File: config.mk
export PLATFORM = sky130hd
export DESIGN_NAME = hrsb_bridge
export DESIGN_NICKNAME = d
export VERILOG_FILES = /design/src/rtl/hrsb_bridge.v /design/src/rtl/hrsb_byte_mem.v /design/src/rtl/hrsb_skid_buf.v
export VERILOG_INCLUDE_DIRS = /design/src /design/src/pkg
export SDC_FILE = /design/constraint.sdc
export NUM_CORES = 1
export LEC_CHECK = 0
export BUFFER_PORTS_ARGS = -buffer_cell sky130_fd_sc_hd__buf_4
export CAP_MARGIN = 15
export CELL_PAD_IN_SITES_DETAIL_PLACEMENT = 0
export CELL_PAD_IN_SITES_GLOBAL_PLACEMENT = 1
export CORE_ASPECT_RATIO = 1.25
export CORE_UTILIZATION = 47
export CTS_CLUSTER_DIAMETER = 100
export CTS_CLUSTER_SIZE = 40
export DETAILED_ROUTE_END_ITERATION = 8
export PLACE_DENSITY = 0.85
export SETUP_SLACK_MARGIN = 0.2
export SLEW_MARGIN = 20
export SYNTH_ARGS = -nofsm -noshare
export SYNTH_HDL_FRONTEND = slang
export SYNTH_SLANG_ARGS = --single-unit
File: constraint.sdc
create_clock -name clk -period 4.4 [get_ports clk]
set_input_delay 0.22 -clock clk [delete_from_list [all_inputs] [get_ports clk]]
set_output_delay 0.22 -clock clk [all_outputs]
set_load 0.05 [all_outputs]
File: src/pkg/hrsb_defines.vh
// Constants of the hex record serial/parallel bridge
// Summary of operation
// An invalid hex character inside a record abandons it and returns to idle.
// A colon always restarts parsing in state 1, from any state.
// Receiver starts in state 0; at most one transition per received character.
// Colon enters state 1, count digit state 2, start digit state 3; values stored.
// State 3 takes the high nibble, state 4 the low nibble, alternating per byte.
// After the checksum low nibble in state 4 return to state 0 always.
// Output latches load only on a good checksum; bad records change nothing.
// Hex digits are 0-9 and A-F only; anything else forces state 0.
// In state 0 every character except a colon is discarded.
// Transmit checksum seeds with count and start byte, adds data, sends two's complement.
// First data byte goes to the start port, following bytes to higher ports.
// Link is 9600 baud, 8-bit characters, both directions active.
// Outgoing records report input ports 0 to 2, three ports.
// Inputs resampled for every record; records sent back to back, 11 characters each.
// Each record starts with a colon, then one count digit and one start digit.
// Count up to 15; count zero carries no port data.
// Data bytes and checksum travel as two hex characters, high nibble first.
// Receiver sums count/start byte, data and checksum; zero sum means valid.
// Transmit records use the same layout, uppercase hex, sent only when accepted.
// A one-cycle error flag marks records dropped for checksum or bad character.
`ifndef HRSB_DEFINES_VH
`define HRSB_DEFINES_VH

`define HRSB_CHAR_COLON    8'h3A
`define HRSB_CHAR_ZERO     8'h30
`define HRSB_CHAR_NINE     8'h39
`define HRSB_CHAR_UPPER_A  8'h41
`define HRSB_CHAR_UPPER_F  8'h46
`define HRSB_ALPHA_OFFSET  8'h37
`define HRSB_CHAR_BITS     8
`define HRSB_LINK_BAUD     9600
`define HRSB_TX_PORT_COUNT 4'h3
`define HRSB_TX_START_PORT 4'h0
`define HRSB_TX_LAST_POS   4'hA
`define HRSB_TX_FIRST_DATA 4'h3
`define HRSB_RX_DEPTH      16
`define HRSB_OUT_PORTS     16
`define HRSB_OUT_RESET     8'h00

`endif

File: src/rtl/hrsb_bridge.v
// Hex record framer and deframer between a character link and parallel ports
`timescale 1ns/10ps
`include "hrsb_defines.vh"
module hrsb_bridge #(
  parameter NUM_OUT_PORTS = `HRSB_OUT_PORTS,
  parameter RX_DEPTH      = `HRSB_RX_DEPTH
) (
  // Clock and reset
  input  wire                       clk,
  input  wire                       nrst,
  // Received characters from the serial receiver
  input  wire                       rx_char_valid,
  input  wire [7:0]                 rx_char,
  // Characters for the serial transmitter
  output wire                       tx_char_valid,
  input  wire                       tx_char_ready,
  output wire [7:0]                 tx_char,
  // Parallel input pins, ports 0 to 2
  input  wire [23:0]                parallel_input,
  // Parallel output latches
  output reg  [8*NUM_OUT_PORTS-1:0] parallel_output,
  // Status
  output reg                        rx_error,
  output reg                        rx_record_ok,
  output reg  [4:0]                 serial_rx_state
);

  ////////////////////////////////////////////////////////////////////////////////
  // Functions

  // Hex character to {valid, nibble}
  function [4:0] hex_char_to_nibble;
    input [7:0] c;
    reg   [7:0] d;
    begin
      d = 8'h00;
      hex_char_to_nibble = 5'h00;
      if (c >= `HRSB_CHAR_ZERO && c <= `HRSB_CHAR_NINE) begin
        d = c - `HRSB_CHAR_ZERO;
        hex_char_to_nibble = {1'b1, d[3:0]};
      end else if (c >= `HRSB_CHAR_UPPER_A && c <= `HRSB_CHAR_UPPER_F) begin
        d = c - `HRSB_ALPHA_OFFSET;
        hex_char_to_nibble = {1'b1, d[3:0]};
      end
    end
  endfunction

  // Nibble to uppercase hex character
  function [7:0] nibble_to_hex;
    input [3:0] n;
    begin
      if (n < 4'hA) begin
        nibble_to_hex = `HRSB_CHAR_ZERO + {4'h0, n};
      end else begin
        nibble_to_hex = `HRSB_ALPHA_OFFSET + {4'h0, n};
      end
    end
  endfunction

  ////////////////////////////////////////////////////////////////////////////////
  // Receive states

  localparam [4:0] RX_IDLE  = 5'h01;
  localparam [4:0] RX_COUNT = 5'h02;
  localparam [4:0] RX_START = 5'h04;
  localparam [4:0] RX_HIGH  = 5'h08;
  localparam [4:0] RX_LOW   = 5'h10;

  // Transmit states
  localparam [1:0] TX_SAMPLE = 2'h1;
  localparam [1:0] TX_SEND   = 2'h2;

  ////////////////////////////////////////////////////////////////////////////////
  // Declarations

  reg  [23:0] par_meta;
  reg  [23:0] par_sync;
  reg  [3:0]  rx_count;
  reg  [3:0]  rx_start;
  reg  [3:0]  rx_idx;
  reg  [3:0]  rx_high;
  reg  [7:0]  rx_sum;
  wire [4:0]  rx_dec;
  wire        rx_hex_ok;
  wire [7:0]  rx_byte;
  wire [7:0]  rx_sum_next;
  reg         mem_wr_en;
  reg  [3:0]  mem_wr_addr;
  reg  [7:0]  mem_wr_data;
  wire [7:0]  mem_rd_data;
  reg         upd_busy;
  reg  [3:0]  output_port_index;
  reg  [3:0]  upd_count;
  reg  [3:0]  upd_start;
  reg         upd_wr;
  reg  [4:0]  upd_port;
  reg  [1:0]  tx_state;
  reg  [3:0]  tx_pos;
  reg  [31:0] tx_record_buffer;
  reg  [7:0]  next_tx_char;
  wire [3:0]  tx_rel;
  wire [7:0]  tx_sel_byte;
  wire        buf_in_ready;
  wire        tx_push;
  wire [7:0]  tx_sum;
  integer     i;

  ////////////////////////////////////////////////////////////////////////////////
  // Parallel input synchroniser

  always @(posedge clk) begin
    if (!nrst) begin
      par_meta <= 24'h000000;
      par_sync <= 24'h000000;
    end else begin
      par_meta <= parallel_input;
      par_sync <= par_meta;
    end
  end

  ////////////////////////////////////////////////////////////////////////////////
  // Receive record parser

  assign rx_dec      = hex_char_to_nibble(rx_char);
  assign rx_hex_ok   = rx_dec[4];
  assign rx_byte     = {rx_high, rx_dec[3:0]};
  assign rx_sum_next = rx_sum + rx_byte;

  always @(posedge clk) begin
    if (!nrst) begin
      serial_rx_state <= RX_IDLE;
      rx_count        <= 4'h0;
      rx_start        <= 4'h0;
      rx_idx          <= 4'h0;
      rx_high         <= 4'h0;
      rx_sum          <= 8'h00;
      rx_error        <= 1'b0;
      rx_record_ok    <= 1'b0;
      mem_wr_en       <= 1'b0;
      mem_wr_addr     <= 4'h0;
      mem_wr_data     <= 8'h00;
    end else begin
      rx_error     <= 1'b0;
      rx_record_ok <= 1'b0;
      mem_wr_en    <= 1'b0;
      if (rx_char_valid) begin
        if (rx_char == `HRSB_CHAR_COLON) begin
          serial_rx_state <= RX_COUNT;
          rx_idx          <= 4'h0;
        end else begin
          case (serial_rx_state)
            RX_IDLE: begin
              serial_rx_state <= RX_IDLE;
            end
            RX_COUNT: begin
              if (rx_hex_ok) begin
                rx_count        <= rx_dec[3:0];
                serial_rx_state <= RX_START;
              end else begin
                serial_rx_state <= RX_IDLE;
                rx_error        <= 1'b1;
              end
            end
            RX_START: begin
              if (rx_hex_ok) begin
                rx_start        <= rx_dec[3:0];
                rx_sum          <= {rx_count, rx_dec[3:0]};
                rx_idx          <= 4'h0;
                serial_rx_state <= RX_HIGH;
              end else begin
                serial_rx_state <= RX_IDLE;
                rx_error        <= 1'b1;
              end
            end
            RX_HIGH: begin
              if (rx_hex_ok) begin
                rx_high         <= rx_dec[3:0];
                serial_rx_state <= RX_LOW;
              end else begin
                serial_rx_state <= RX_IDLE;
                rx_error        <= 1'b1;
              end
            end
            RX_LOW: begin
              if (!rx_hex_ok) begin
                serial_rx_state <= RX_IDLE;
                rx_error        <= 1'b1;
              end else if (rx_idx == rx_count) begin
                serial_rx_state <= RX_IDLE;
                if (rx_sum_next == 8'h00) begin
                  rx_record_ok <= 1'b1;
                end else begin
                  rx_error <= 1'b1;
                end
              end else begin
                rx_sum          <= rx_sum_next;
                mem_wr_en       <= 1'b1;
                mem_wr_addr     <= rx_idx;
                mem_wr_data     <= rx_byte;
                rx_idx          <= rx_idx + 4'h1;
                serial_rx_state <= RX_HIGH;
              end
            end
            default: begin
              serial_rx_state <= RX_IDLE;
            end
          endcase
        end
      end
    end
  end

  ////////////////////////////////////////////////////////////////////////////////
  // Received data bytes

  hrsb_byte_mem #(
    .WIDTH (8),
    .DEPTH (RX_DEPTH),
    .AW    (4)
  ) u_rx_record_buffer (
    .clk     (clk),
    .wr_en   (mem_wr_en),
    .wr_addr (mem_wr_addr),
    .wr_data (mem_wr_data),
    .rd_en   (upd_busy),
    .rd_addr (output_port_index),
    .rd_data (mem_rd_data)
  );

  ////////////////////////////////////////////////////////////////////////////////
  // Parallel output update

  always @(posedge clk) begin
    if (!nrst) begin
      upd_busy          <= 1'b0;
      output_port_index <= 4'h0;
      upd_count         <= 4'h0;
      upd_start         <= 4'h0;
      upd_wr            <= 1'b0;
      upd_port          <= 5'h00;
    end else begin
      upd_wr <= 1'b0;
      if (upd_busy) begin
        upd_wr            <= 1'b1;
        upd_port          <= {1'b0, upd_start} + {1'b0, output_port_index};
        output_port_index <= output_port_index + 4'h1;
        if (output_port_index == upd_count - 4'h1) begin
          upd_busy <= 1'b0;
        end
      end else if (rx_record_ok && rx_count != 4'h0) begin
        upd_busy          <= 1'b1;
        output_port_index <= 4'h0;
        upd_count         <= rx_count;
        upd_start         <= rx_start;
      end
    end
  end

  always @(posedge clk) begin
    if (!nrst) begin
      parallel_output <= {NUM_OUT_PORTS{`HRSB_OUT_RESET}};
    end else if (upd_wr) begin
      for (i = 0; i < NUM_OUT_PORTS; i = i + 1) begin
        if (upd_port == i) begin
          parallel_output[8*i +: 8] <= mem_rd_data;
        end
      end
    end
  end

  ////////////////////////////////////////////////////////////////////////////////
  // Transmit record builder

  assign tx_sum = `HRSB_TX_PORT_COUNT * 8'h10 + {4'h0, `HRSB_TX_START_PORT}
                + par_sync[7:0] + par_sync[15:8] + par_sync[23:16];
  assign tx_rel      = tx_pos - `HRSB_TX_FIRST_DATA;
  assign tx_sel_byte = tx_record_buffer[8*tx_rel[3:1] +: 8];
  assign tx_push     = (tx_state == TX_SEND) & buf_in_ready;

  always @* begin
    next_tx_char = `HRSB_CHAR_COLON;
    case (tx_pos)
      4'h0: begin
        next_tx_char = `HRSB_CHAR_COLON;
      end
      4'h1: begin
        next_tx_char = nibble_to_hex(`HRSB_TX_PORT_COUNT);
      end
      4'h2: begin
        next_tx_char = nibble_to_hex(`HRSB_TX_START_PORT);
      end
      default: begin
        if (!tx_rel[0]) begin
          next_tx_char = nibble_to_hex(tx_sel_byte[7:4]);
        end else begin
          next_tx_char = nibble_to_hex(tx_sel_byte[3:0]);
        end
      end
    endcase
  end

  always @(posedge clk) begin
    if (!nrst) begin
      tx_state         <= TX_SAMPLE;
      tx_pos           <= 4'h0;
      tx_record_buffer <= 32'h00000000;
    end else begin
      case (tx_state)
        TX_SAMPLE: begin
          tx_record_buffer <= {8'h00 - tx_sum, par_sync};
          tx_pos           <= 4'h0;
          tx_state         <= TX_SEND;
        end
        TX_SEND: begin
          if (tx_push) begin
            tx_pos <= tx_pos + 4'h1;
            if (tx_pos == `HRSB_TX_LAST_POS) begin
              tx_state <= TX_SAMPLE;
            end
          end
        end
        default: begin
          tx_state <= TX_SAMPLE;
        end
      endcase
    end
  end

  ////////////////////////////////////////////////////////////////////////////////
  // Transmit character buffer

  hrsb_skid_buf #(
    .WIDTH (`HRSB_CHAR_BITS)
  ) u_tx_buf (
    .clk       (clk),
    .nrst      (nrst),
    .in_valid  (tx_state == TX_SEND),
    .in_ready  (buf_in_ready),
    .in_data   (next_tx_char),
    .out_valid (tx_char_valid),
    .out_ready (tx_char_ready),
    .out_data  (tx_char)
  );

endmodule

File: src/rtl/hrsb_byte_mem.v
// Record data memory with registered read
`timescale 1ns/10ps
module hrsb_byte_mem #(
  parameter WIDTH = 8,
  parameter DEPTH = 16,
  parameter AW    = 4
) (
  // Clock
  input  wire             clk,
  // Write side
  input  wire             wr_en,
  input  wire [AW-1:0]    wr_addr,
  input  wire [WIDTH-1:0] wr_data,
  // Read side
  input  wire             rd_en,
  input  wire [AW-1:0]    rd_addr,
  output reg  [WIDTH-1:0] rd_data
);

  reg [WIDTH-1:0] mem [0:DEPTH-1];

  always @(posedge clk) begin
    if (wr_en) begin
      mem[wr_addr] <= wr_data;
    end
    if (rd_en) begin
      rd_data <= mem[rd_addr];
    end
  end

endmodule

File: src/rtl/hrsb_skid_buf.v
// Two-entry buffer with valid and ready on both sides
`timescale 1ns/10ps
module hrsb_skid_buf #(
  parameter WIDTH = 8
) (
  // Clock and reset
  input  wire             clk,
  input  wire             nrst,
  // Filling side
  input  wire             in_valid,
  output reg              in_ready,
  input  wire [WIDTH-1:0] in_data,
  // Draining side
  output reg              out_valid,
  input  wire             out_ready,
  output reg  [WIDTH-1:0] out_data
);

  reg [WIDTH-1:0] spare_data;
  reg             spare_valid;
  wire            push;
  wire            pop;

  assign push = in_valid & in_ready;
  assign pop  = out_valid & out_ready;

  always @(posedge clk) begin
    if (!nrst) begin
      out_valid   <= 1'b0;
      out_data    <= {WIDTH{1'b0}};
      spare_valid <= 1'b0;
      spare_data  <= {WIDTH{1'b0}};
      in_ready    <= 1'b1;
    end else begin
      if (!out_valid || pop) begin
        if (spare_valid) begin
          out_valid   <= 1'b1;
          out_data    <= spare_data;
          spare_valid <= push;
          in_ready    <= ~push;
          if (push) begin
            spare_data <= in_data;
          end
        end else begin
          out_valid <= push;
          if (push) begin
            out_data <= in_data;
          end
        end
      end else if (push) begin
        spare_valid <= 1'b1;
        spare_data  <= in_data;
        in_ready    <= 1'b0;
      end
    end
  end

endmodule
==> flow_summary.toml <==
[status]
status = "finished clean"

[synth]
synthDistinctLibCells = 67
synth_seq_cells = 430
synth-edff-count = 136
seq_area_frac_synth = 0.570
synth_area_per_cell_sq_um = 11.4
yosysWarningCount = 0
synth.net_count = 1616
share_of_flip_flops_with_an_asynchronous_set_or_reset = 0
post_synth_instance_area_sq_um = 17500
syn_inst = 1532
dominant_synthesized_flop_cell = "sky130_fd_sc_hd__dfxtp_1"

[cts]
clock_buffer_count_from_cts = 15
clk-insertion-delay-late_ps = 530
clock_tree.htree_level_count = 1
tritoncts = "built"
cts.sinks = 430
clock_root_buffer = "sky130_fd_sc_hd__clkbuf_16"
path_clk_slew_ps = 140
ctsHoldBuffers = 25
post_cts_resize_count = 0
clock_tree.buffer_depth = 3
post_cts_buffers = 0

[power]
power.ir.vdd_worst_v = 0.000246
power.switching_fraction = 0.223
power.density_nw_per_um2 = 319
combinationalPowerShare = 0.054
internal_power_component_w = 0.00494
seq_power_share = 0.653
clockPowerShare = 0.293
net-switching-power_w = 0.00142
leakagePower_nw = 7.74

[sta]
timing.final.crit_period_ps = 3590
setup-violations-final = 0
worst_case_clock_skew_ps = 32.5
slew_violations = 0
rsz0062_at_grt = "no"
post-route-period-util = 0.816
hold_viol = 0
setup-tns-final_ps = 0
fmax_ghz = 0.279
max-slew-margin-rel = 0.305
timing_worst_slew_pin_value_ps = 1040

[min_path]
min_path_type = "in2reg"

[floorplan]
chipHeight_um = 218
design.portCount = 180
die_area_sq_um = 38000
initial_utilization = 0.480
floorplan.core_area_sq_um = 36500
fp-row-count = 78
die_width_um = 175

[global_route]
wire_length_of_the_first_global_routing_pass_um = 62800
track_usage = 0.207
grt_pass1_vias = 11557
grt_start_max_net_pins = 79
global_route.overflow_total = 0
number_of_antenna_violations_at_the_first_check_in_global_routing = 0

[drt]
drt_total_wl_um = 39500
route.layer.met1.wl_um = 17100
first_iter_violations = 753
drt_drc_violations_left = 0
drt.antenna.violating_nets = 0
drtPass1Iterations = 5
top_layer_used = "met4"
via_to_cell_ratio = 5.42
via_count = 11720
met2RoutedLength_um = 20100
detail_route.wl_per_cell_um = 18.3
routed_length_on_met3_um = 1340

[finish]
antenna_diode_instance_count = 0
fillCellCount = 3141
num-nets-final = 1760
layout-drive-gt1-share = 0.153
finalCoreUtilization = 0.546
areaGrowthSynthToFinish_pct = 13.8

[setup_path]
wp_data_arrival_ps = 4050
critical_path.endpoint_type = "flop"
crit_fanout = 20
critical_path_class = "reg2reg"
setup.worst_path.start_class = "flop"
required_ps = 4860

[place]
finalWeightedCongestion = 0.812
detailed_place_hpwl_um = 26800
io_buffer_count = 178

[flow_run]
cap_viol_max_count = 0
-- metal layers --
layer | vias up | global-route usage
li1 | 5679 | -
met1 | 5753 | 0.267
met3 | 55 | 0.0178
met2 | 233 | 0.368
met4 | 0 | 0.0606
met5 | - | 0
-- cell usage in the layout (no fill, tap or decap), types with 10 or more instances in the layout --
master                            n
sky130_fd_sc_hd__nor2_1         217
sky130_fd_sc_hd__and2_1          54
sky130_fd_sc_hd__mux4_2          23
sky130_fd_sc_hd__dlygate4sd3_1   25
sky130_fd_sc_hd__ha_1            39
sky130_fd_sc_hd__nor2b_1         10
sky130_fd_sc_hd__and3_1          11
sky130_fd_sc_hd__xnor2_1         19
sky130_fd_sc_hd__nand3_1         22
sky130_fd_sc_hd__a22o_1          31
sky130_fd_sc_hd__mux2i_1        182
sky130_fd_sc_hd__edfxtp_1       136
sky130_fd_sc_hd__clkbuf_16       15
sky130_fd_sc_hd__o21ai_0         34
sky130_fd_sc_hd__a211oi_1        18
sky130_fd_sc_hd__buf_4          189
sky130_fd_sc_hd__inv_1           50
sky130_fd_sc_hd__a21oi_1         51
sky130_fd_sc_hd__dfxtp_1        293
sky130_fd_sc_hd__nand2_1         78
sky130_fd_sc_hd__nor3_1          15
sky130_fd_sc_hd__xor2_1          18
sky130_fd_sc_hd__a22oi_1         13
-- stage by stage --
stage          hold WS, ps  instance area, sq um  total power (W)  worst slack [ps]  cells
2_1_floorplan          347                 17500          0.00447              1070   1532
3_3_place_gp           417                 19200          0.00455               677   2114
3_5_place_dp           420                 19200          0.00456               567   2114
4_1_cts               52.4                 19900          0.00641               795   2163
5_1_grt               80.6                 19900          0.00659               424   2163
6_report              69.6                 19900          0.00636               810   2163
-- sequential cells by signal (all words and copies together), names as in the netlist, 5 cells and up --
| name | flops |
|---|---|
| u_rx_record_buffer.rd_data | 8 |
| mem_wr_data | 8 |
| u_tx_buf.out_data | 7 |
| parallel_output | 128 |
| tx_record_buffer | 32 |
| u_tx_buf.spare_data | 7 |
| par_meta | 24 |
| rx_sum | 8 |
| par_sync | 24 |
| serial_rx_state | 5 |
| u_rx_record_buffer.mem | 128 |
| upd_port | 5 |
-- cell type report --
cell class / count / area, sq um / area share
clock buffers: 20 / 394 / 0.0198
clock inverters: 4 / 60.1 / 0.00302
inverters: 51 / 196 / 0.00986
multi-input cells: 964 / 7020 / 0.353
flip-flops and latches: 430 / 9970 / 0.501
well taps: 480 / 601 / 0.0302
repair buffers: 214 / 1670 / 0.0838
-- power groups by stage --
stage          Combinational [W]  Sequential, W  Clock, W
3_3_place_gp            0.000317        0.00424         0
3_5_place_dp            0.000327        0.00424         0
2_1_floorplan           0.000230        0.00424         0
6_report                0.000345        0.00415   0.00186
4_1_cts                 0.000347        0.00415   0.00191
5_1_grt                 0.000381        0.00416   0.00205
-- synthesized netlist by cell type (all sizes together), types with 6 or more instances --
| cell type | instances | share of area |
|---|---|---|
| a31oi | 9 | 0.0032 |
| nand2 | 78 | 0.017 |
| dfxtp | 294 | 0.34 |
| nor4 | 6 | 0.0037 |
| a21o | 6 | 0.0026 |
| and2 | 54 | 0.019 |
| clkbuf | 70 | 0.015 |
| inv | 51 | 0.011 |
| xor2 | 18 | 0.0090 |
| buf | 17 | 0.0047 |
| a22o | 31 | 0.016 |
| o21a | 6 | 0.0026 |
| a22oi | 13 | 0.0056 |
| a21oi | 51 | 0.015 |
| o211ai | 7 | 0.0030 |
| nand2b | 7 | 0.0025 |
| nor2 | 219 | 0.047 |
| fa | 9 | 0.010 |
| nor3 | 19 | 0.0061 |
| ha | 39 | 0.028 |
| o21ai | 35 | 0.010 |
| a221oi | 9 | 0.0045 |
| mux2i | 182 | 0.10 |
| nand3 | 22 | 0.0063 |
| xnor2 | 20 | 0.010 |
| a211oi | 18 | 0.0077 |
| edfxtp | 136 | 0.23 |
| mux4 | 23 | 0.030 |
| and3 | 11 | 0.0039 |
| nor2b | 10 | 0.0036 |
-- critical path: stages, from the launching register on --
cell and delay, ps:
sky130_fd_sc_hd__dfxtp_1 570, sky130_fd_sc_hd__inv_1 210, sky130_fd_sc_hd__ha_1 860, sky130_fd_sc_hd__or3b_2 510, sky130_fd_sc_hd__and3_1 180, sky130_fd_sc_hd__o21ai_0 270, sky130_fd_sc_hd__mux2_2 380, sky130_fd_sc_hd__a22oi_1 230
sky130_fd_sc_hd__nand3_1 110, sky130_fd_sc_hd__a21oi_1 180
-- kinds of logic after synthesis --
logic type               after synthesis  share of synthesized area
AND/OR/NAND/NOR                      458                      0.124
flip-flops                           430                      0.570
multiplexers                         210                      0.137
AO/OA/AOI/OAI                        209                     0.0809
buffers and inverters                138                     0.0307
adder cells (fa/ha/maj)               48                     0.0382
XOR/XNOR                              38                     0.0194
other                                  1                   0.000214
-- path summary, 6_finish.rpt --
check	startpoint	end	slack (ps)	cells after the start
setup reg to reg	tx_pos[0]	u_tx_buf.out_data[0]	810	9
hold / removal	tx_char_ready	u_tx_buf.spare_valid	70	4
hold reg to reg	par_meta[13]	par_sync[13]	440	1
setup / recovery	tx_pos[0]	u_tx_buf.out_data[0]	810	9
Note: power is estimated with default switching activity, not from simulation.
